### config.mk
export PLATFORM = sky130hd
export DESIGN_NAME = wheel_speed_offset_calibration
export DESIGN_NICKNAME = d
export VERILOG_FILES = /design/src/rtl/wss_pkg.sv /design/src/rtl/extreme_if.sv /design/src/rtl/peak_tracker.sv /design/src/rtl/wheel_speed_offset_calibration.sv
export SDC_FILE = /design/constraint.sdc
export NUM_CORES = 1
export LEC_CHECK = 0
export BUFFER_PORTS_ARGS = -buffer_cell sky130_fd_sc_hd__clkbuf_2
export CORE_MARGIN = 5
export CORE_UTILIZATION = 40
export CTS_CLUSTER_DIAMETER = 60
export DETAILED_ROUTE_END_ITERATION = 10
export PLACE_DENSITY = 0.57
export RECOVER_POWER = 25
export SYNTH_ARGS = -nofsm -noshare
export SYNTH_HDL_FRONTEND = slang
export SYNTH_SLANG_ARGS = --single-unit
### constraint.sdc
create_clock -name sys_clk -period 11.4 [get_ports sys_clk]
set_input_delay 2.28 -clock sys_clk [delete_from_list [all_inputs] [get_ports sys_clk]]
set_output_delay 2.28 -clock sys_clk [all_outputs]
set_load 0.005 [all_outputs]
### src/rtl/wss_pkg.sv
package wss_pkg;
    localparam int ADC_W = 10;
    localparam int DAC_W = 8;
    localparam logic [ADC_W-1:0] ADC_MID = 10'h200;
    localparam logic [DAC_W-1:0] DAC_RESET = 8'h80;
    localparam int POR_TIME_US = 100;
    localparam int CLK_MHZ = 20;
    localparam int POR_CYCLES = POR_TIME_US * CLK_MHZ;
    localparam logic [ADC_W-1:0] STARTUP_NOISE_THRESHOLD = 10'h020;
    localparam logic [ADC_W-1:0] SWITCHING_AMPLITUDE_LIMIT = 10'h010;
    localparam int CAL_PERIODS = 3;
    localparam int STARTUP_TIMEOUT_MS = 500;
    localparam int STARTUP_TIMEOUT_CYCLES = STARTUP_TIMEOUT_MS * 1000 * CLK_MHZ;
    localparam int LOWJIT_DEADBAND = 2;
    typedef enum {PowerUp, Uncal, Cal} mode_e;
endpackage : wss_pkg

### src/rtl/extreme_if.sv
`timescale 1ns/1ps
`default_nettype none
// Carries the tracked extremes from the tracker to the main core
interface extreme_if #(parameter int W = 10);
    logic signed [W:0] maxV;
    logic signed [W:0] minV;
    logic clear;
    modport tracker (output maxV, output minV, input clear);
    modport core (input maxV, input minV, output clear);
endinterface : extreme_if
`default_nettype wire

### src/rtl/peak_tracker.sv
`timescale 1ns/1ps
`default_nettype none
module peak_tracker #(
    parameter int W = 10
) (
    input wire logic sys_clk,
    input wire logic rst_b,
    input wire logic enable,
    input wire logic signed [W:0] sample,
    extreme_if.tracker ext
);
    logic signed [W:0] maxQ;
    logic signed [W:0] minQ;

    // Running max and min of the corrected signal since last clear
    always_ff @(posedge sys_clk or negedge rst_b) begin
        if (!rst_b) begin
            maxQ <= '0;
            minQ <= '0;
        end else if (ext.clear || !enable) begin
            maxQ <= sample;
            minQ <= sample;
        end else begin
            if (sample > maxQ) maxQ <= sample;
            if (sample < minQ) minQ <= sample;
        end
    end

    assign ext.maxV = maxQ;
    assign ext.minV = minQ;
endmodule : peak_tracker
`default_nettype wire

### src/rtl/wheel_speed_offset_calibration.sv
`timescale 1ns/1ps
`default_nettype none
module wheel_speed_offset_calibration
    import wss_pkg::*;
#(
    parameter int CalPeriods = CAL_PERIODS,
    parameter int StartupTimeout = STARTUP_TIMEOUT_CYCLES,
    parameter int PorCycles = POR_CYCLES
) (
    input wire logic sys_clk,
    input wire logic rst_b,
    input wire logic underVoltage,
    input wire logic [ADC_W-1:0] adcCode,
    input wire logic mainCompHigh,
    output logic [DAC_W-1:0] offsetDac,
    output logic highCurrent,
    output logic calibrated,
    output logic awake
);
    // Elaboration check: counters are sized for these ranges only
    if (CalPeriods < 1 || CalPeriods > 255 || StartupTimeout < 2 || PorCycles < 1) begin : g_bad_param
        $error("wheel_speed_offset_calibration: bad parameter");
    end

    mode_e mode_q;
    logic [31:0] porCnt_q;
    logic [31:0] toCnt_q;
    logic [7:0] periods_q;
    logic [DAC_W-1:0] dac_q;
    logic out_q;
    logic signed [ADC_W:0] sample;
    logic signed [ADC_W:0] ref_q;
    logic coreRst;
    logic timeout;
    logic signed [ADC_W:0] swing;
    logic signed [ADC_W:0] mean;
    logic upStep;
    logic downStep;
    logic calSwitch;

    extreme_if #(.W(ADC_W)) ext ();

    // Undervoltage forces the whole core back to power-up
    assign coreRst = underVoltage;

    // Tracking converter code made signed about mid-scale
    assign sample = $signed({1'b0, adcCode}) - $signed({1'b0, ADC_MID});

    peak_tracker #(.W(ADC_W)) tracker (
        .sys_clk(sys_clk),
        .rst_b(rst_b),
        .enable(mode_q != PowerUp), // Tracks from the first awake cycle
        .sample(sample),
        .ext(ext)
    );

    assign swing = ext.maxV - ext.minV;
    assign mean = (ext.maxV + ext.minV) >>> 1;
    // Symmetric startup test against the reference point
    assign upStep = (sample - ref_q) > $signed({1'b0, STARTUP_NOISE_THRESHOLD});
    assign downStep = (ref_q - sample) > $signed({1'b0, STARTUP_NOISE_THRESHOLD});
    assign timeout = (toCnt_q >= 32'(StartupTimeout - 1));
    // Calibrated switching only on swings above the limit
    assign calSwitch = (swing > $signed({1'b0, SWITCHING_AMPLITUDE_LIMIT}))
        && ((out_q && sample < 0) || (!out_q && sample > 0));
    assign ext.clear = (mode_q == Uncal && (upStep || downStep || timeout)) || (mode_q == Cal && calSwitch);

    // Power-on delay then uncalibrated mode; clock is the on-chip oscillator
    always_ff @(posedge sys_clk or negedge rst_b) begin
        if (!rst_b) begin
            mode_q <= PowerUp;
            porCnt_q <= '0;
        end else if (coreRst) begin
            mode_q <= PowerUp;
            porCnt_q <= '0;
        end else begin
            case (mode_q)
                PowerUp: begin
                    porCnt_q <= porCnt_q + 32'd1;
                    if (porCnt_q >= 32'(PorCycles - 1)) mode_q <= Uncal;
                end
                Uncal: begin
                    if (timeout) mode_q <= PowerUp; // Full restart of self-calibration
                    else if (periods_q >= 8'(CalPeriods)) mode_q <= Cal;
                    porCnt_q <= '0;
                end
                default: mode_q <= Cal;
            endcase
        end
    end

    // Startup timeout counter, reset at each detected step
    always_ff @(posedge sys_clk or negedge rst_b) begin
        if (!rst_b) toCnt_q <= '0;
        else if (coreRst || mode_q != Uncal || upStep || downStep) toCnt_q <= '0;
        else toCnt_q <= toCnt_q + 32'd1;
    end

    // Reference point and half-period count while uncalibrated
    always_ff @(posedge sys_clk or negedge rst_b) begin
        if (!rst_b) begin
            ref_q <= '0;
            periods_q <= '0;
        end else if (coreRst || mode_q == PowerUp) begin
            ref_q <= sample;
            periods_q <= '0;
        end else if (mode_q == Uncal && (upStep || downStep)) begin
            ref_q <= sample;
            if ((upStep && !out_q) || (downStep && out_q)) periods_q <= periods_q + 8'd1;
        end
    end

    // Output decision
    always_ff @(posedge sys_clk or negedge rst_b) begin
        if (!rst_b) out_q <= 1'b0;
        else if (coreRst || mode_q == PowerUp || (mode_q == Uncal && timeout)) out_q <= 1'b0;
        else if (mode_q == Uncal) begin
            if (upStep) out_q <= 1'b1;
            else if (downStep) out_q <= 1'b0;
        end else if (calSwitch) out_q <= ~out_q;
    end

    // Offset DAC regulation: step down on a positive mean, up on a negative one, after each swing
    always_ff @(posedge sys_clk or negedge rst_b) begin
        if (!rst_b) dac_q <= DAC_RESET;
        // Cleared on the restart edge itself so the code never moves while asleep
        else if (coreRst || mode_q == PowerUp || (mode_q == Uncal && timeout)) dac_q <= DAC_RESET;
        else if (ext.clear && swing > 0) begin
            // Deadband in calibrated mode stops dither between adjacent codes
            if (mean > $signed((mode_q == Cal) ? (ADC_W+1)'(LOWJIT_DEADBAND) : (ADC_W+1)'(0))) begin
                if (dac_q != '0) dac_q <= dac_q - {{(DAC_W-1){1'b0}}, 1'b1};
            end else if (mean < -$signed((mode_q == Cal) ? (ADC_W+1)'(LOWJIT_DEADBAND) : (ADC_W+1)'(0))) begin
                if (dac_q != '1) dac_q <= dac_q + {{(DAC_W-1){1'b0}}, 1'b1};
            end
        end
    end

    // Current level follows the output decision one cycle later in every mode; mainCompHigh has no effect
    always_ff @(posedge sys_clk or negedge rst_b) begin
        if (!rst_b) highCurrent <= 1'b0;
        else if (coreRst) highCurrent <= 1'b0; // Low current at once under undervoltage
        else highCurrent <= (mode_q == Cal) ? (out_q & (mainCompHigh | out_q)) : out_q;
    end

    assign offsetDac = dac_q;
    assign calibrated = (mode_q == Cal);
    assign awake = (mode_q != PowerUp);
endmodule : wheel_speed_offset_calibration
`default_nettype wire

==> flow_metrics.py <==
metrics = {
    "yosys": {
        "synth_area_um2": 8560,
        "synth_seq_area_share_pct": 33.4,
        "async_flop_share_pct": 100,
        "netlist_instances": 979,
        "synth.distinct_cells": 84,
        "synth_fp_nets": 1071,
        "ys_ff_latch": 114,
        "synthFlopType": "dfrtp_1",
        "syn-mean-instance-area_um2": 8.74,
        "yosys.area.top_type": "dfrtp_1",
        "netlist_top_cells_area": "dfrtp_1 (33%), ha_1 (11%), o21ai_0 (4.9%), nor2_1 (4.2%), nand2_1 (3.5%)",
        "synth_edf_count": 0,
        "ys_warn_count": 0,
        "synth_top_area_share_pct": 33.1,
    },
    "outcome": {
        "status": "complete, but fails checks",
        "violations": "max-capacitance violations, max-slew violations",
    },
    "layout": {
        "syn2layout_area_growth_pct": 10.1,
        "diodes": 0,
        "fin_nets": 1082,
        "layout-drive-gt1-share_pct": 9.17,
    },
    "timing": {
        "grt_setup_unrepaired": "false",
        "relSlewSlack_pct": -81.5,
        "hold_viol_final": 0,
        "tightest_slew_ns": 2.72,
        "min_period_ns": 5.87,
        "skew_ns": 0.0126,
        "slew_viol_final": 86,
        "setup_slack_ns": 5.53,
        "period_share_pct": 51.5,
        "setup_viol": 0,
        "tns_ns": 0,
        "max_freq_mhz": 170,
    },
    "global_routing": {
        "grt_pass1_vias": 6645,
        "grt_max_degree": 68,
        "antenna_found_initial": 0,
        "grt_overflow": 0,
        "grt_pass1_wl_mm": 32.8,
        "grt_usage_pct": 16.2,
    },
    "setup_path": {
        "arrival_ns": 6.16,
        "cp_slowest_stage_delay_ns": 0.67,
        "required_ns": 11.69,
        "rr_startpoint": "tracker.ext.minV[0]",
        "reg2regPathDepth": 16,
        "crit_path_end_kind": "flop",
        "critical_path_class": "in -> reg",
        "ff2ff_setup_slack_ns": 6.71,
        "crit_chain": "clkbuf_2 > inv_1 > ha_1 > inv_1 > fa_1 > a211oi_2 > o21a_2 > o21a_1 > o21ai_1 > a311oi_2 > a311oi_2 > nor3_1 > nand2_1 > o22ai_1 > mux2_2",
        "reg2reg_to": "offsetDac[4]",
        "cp_max_fo": 32,
        "startpoint_type": "input port",
        "cp_slowest_cell": "nand2_1",
    },
    "cts": {
        "post_cts_buffers": 0,
        "cts_max_level": 4,
        "cts.sinks": 114,
        "postCtsResizedCells": 0,
        "cts_inserted_buffers": 17,
        "clk_pin_slew_ns": 0.06,
        "clockRootBuffer": "clkbuf_16",
        "ctsLongestPathBuffers": 2,
        "clkLatencyLatePin_ns": 0.41,
        "cts_tree": "yes",
        "holdBufCountCts": 0,
    },
    "detailed_routing": {
        "drt_iter0_drc": 350,
        "first_pass_iters": 5,
        "vias_per_cell": 5.48,
        "drc": 0,
        "drt-wirelength-per-cell_um": 14.9,
        "ant_nets": 0,
        "wl_mm": 19.1,
        "routed-via-count": 6999,
    },
    "floorplan": {
        "coreArea_um2": 21000,
        "die_x_um": 156,
        "start_util_pct": 40.7,
        "rows": 53,
        "die_h_um": 156,
        "pin_count": 25,
        "dieArea_um2": 24400,
    },
    "place": {
        "io_buffers": 23,
        "dp_hpwl_mm": 14.0,
        "pre_cts_ws_ns": 5.06,
        "gp_congestion": 0.806,
    },
    "hold_path": {
        "min_from": "porCnt_q[10]",
        "min_path_type": "reg -> reg",
        "hold_end": "porCnt_q[10]",
        "min_path_cells": 1,
    },
    "pwr": {
        "ir_drop_v": 0.000130,
        "power_density_nw_per_um2": 255,
        "leakage_nw": 4.14,
    },
    "run": {
        "maxCapViolCount": 2,
    },
}
==> cells by family (layout without fill, tap and decap cells) <==
kind of cell               Yosys count  after routing  synth area share (%)
muxes                               29             29                  3.54
DFF                                114            114                  33.4
buffers and inverters               98            122                  4.99
xor gates and xnor gates            50             50                  5.12
AOI/OAI and AO/OA                  255            255                  20.3
and+or+nand+nor                    355            355                  21.0
adders and majority gates           78             78                  11.7
==> placed cells by master, fill, tap and decap left out, drive strengths merged, types with 5 or more instances in the layout <==
cell type  netlist  routed
ha              75      75
xnor2           25      25
o22ai            5       5
clkbuf          24      44
nor3b            6       6
nor3            25      25
or3             16      16
clkinvlp         0       5
nand4           24      24
o21ai           90      90
nand2b          10      10
and2             5       5
dfrtp          113     113
o31ai           10      10
a31oi           16      16
a211oi           9       9
nor4            11      11
nor2            96      96
o21a            19      19
o21bai           5       5
a311oi           6       6
inv             63      65
nor2b           15      15
nand3           25      25
a21oi           46      46
and4             5       5
or2              6       6
xor2            25      25
and3            18      18
nand2           81      81
mux2i           25      25
==> power by group <==
group          switching (mW)  internal [mW]
clock network           0.196          0.322
registers              0.0611          0.467
logic                   0.778          0.579
total                    1.03           1.37
==> per-stage QoR <==
stage               hold WS [ns]  cell area, um^2  total power [mW]  cells  util (%)
finish                     0.480             9420              2.40   1278      44.8
global route               0.506             9420              2.63   1278      44.8
global placement           0.469             8860              1.88   1246      42.1
CTS                        0.478             9430              2.43   1278      44.8
detailed placement         0.470             8860              1.90   1246      42.1
floorplan                  0.442             8560              1.65    979         -
==> flip-flops by register name, summed over array words and instances, names as in the netlist <==
| signal | cells |
|---|---|
| tracker.ext.minV | 10 |
| out_q | 1 |
| tracker.ext.maxV | 10 |
| ref_q | 10 |
| periods_q | 8 |
| highCurrent | 1 |
| toCnt_q | 32 |
| porCnt_q | 32 |
| mode_q | 2 |
| offsetDac | 8 |
==> how the worst max path moves through the flow <==
stage                                to  slack (ns)  cells after the start  startpoint
detailed placement                out_q        5.06                     15  adcCode[0]
finish                            out_q        5.53                     15  adcCode[0]
floorplan           tracker.ext.minV[0]        6.02                     15  adcCode[0]
CTS                               out_q        5.51                     15  adcCode[0]
global placement                  out_q        4.98                     15  adcCode[0]
global route                      out_q        5.20                     15  adcCode[0]
==> metal layers <==
layer,vias to the layer above,part of all wire (%),GRT usage (%)
met4,0,0.75,4.26
met1,3351,51,23.3
met3,10,2.8,2.90
met2,76,45,25.1
met5,-,0,0
li1,3562,-,-
==> final cells by class <==
| type | count | area (um^2) |
|---|---|---|
| well taps | 275 | 344 |
| inverters | 63 | 236 |
| repair buffers | 27 | 138 |
| clock buffers | 20 | 437 |
| multi-input cells | 767 | 5280 |
| flip-flops and latches | 114 | 2850 |
| clock inverters | 12 | 134 |
| fillers | 2073 | 11600 |
==> Yosys cell counts, drive strengths merged, types with 10 or more instances <==
| cell | instances |
|---|---|
| nand4 | 24 |
| nand3 | 25 |
| xnor2 | 25 |
| nand2 | 81 |
| mux2i | 25 |
| a21oi | 46 |
| nor3 | 25 |
| nor4 | 11 |
| or3 | 16 |
| xor2 | 25 |
| nor2 | 96 |
| ha | 75 |
| inv | 63 |
| nand2b | 10 |
| nor2b | 15 |
| clkbuf | 24 |
| o21ai | 90 |
| o31ai | 10 |
| dfrtp | 113 |
| buf | 11 |
| and3 | 18 |
| o21a | 19 |
| a31oi | 16 |
==> worst max-delay path: cells and delay by family <==
family / cells / cell delay [ns]
AOI/OAI and AO/OA: 7 / 1.61
and+or+nand+nor: 2 / 0.95
adders and majority gates: 2 / 0.60
muxes: 1 / 0.36
buffers and inverters: 3 / 0.33
Power figures use the tool's default switching activity.
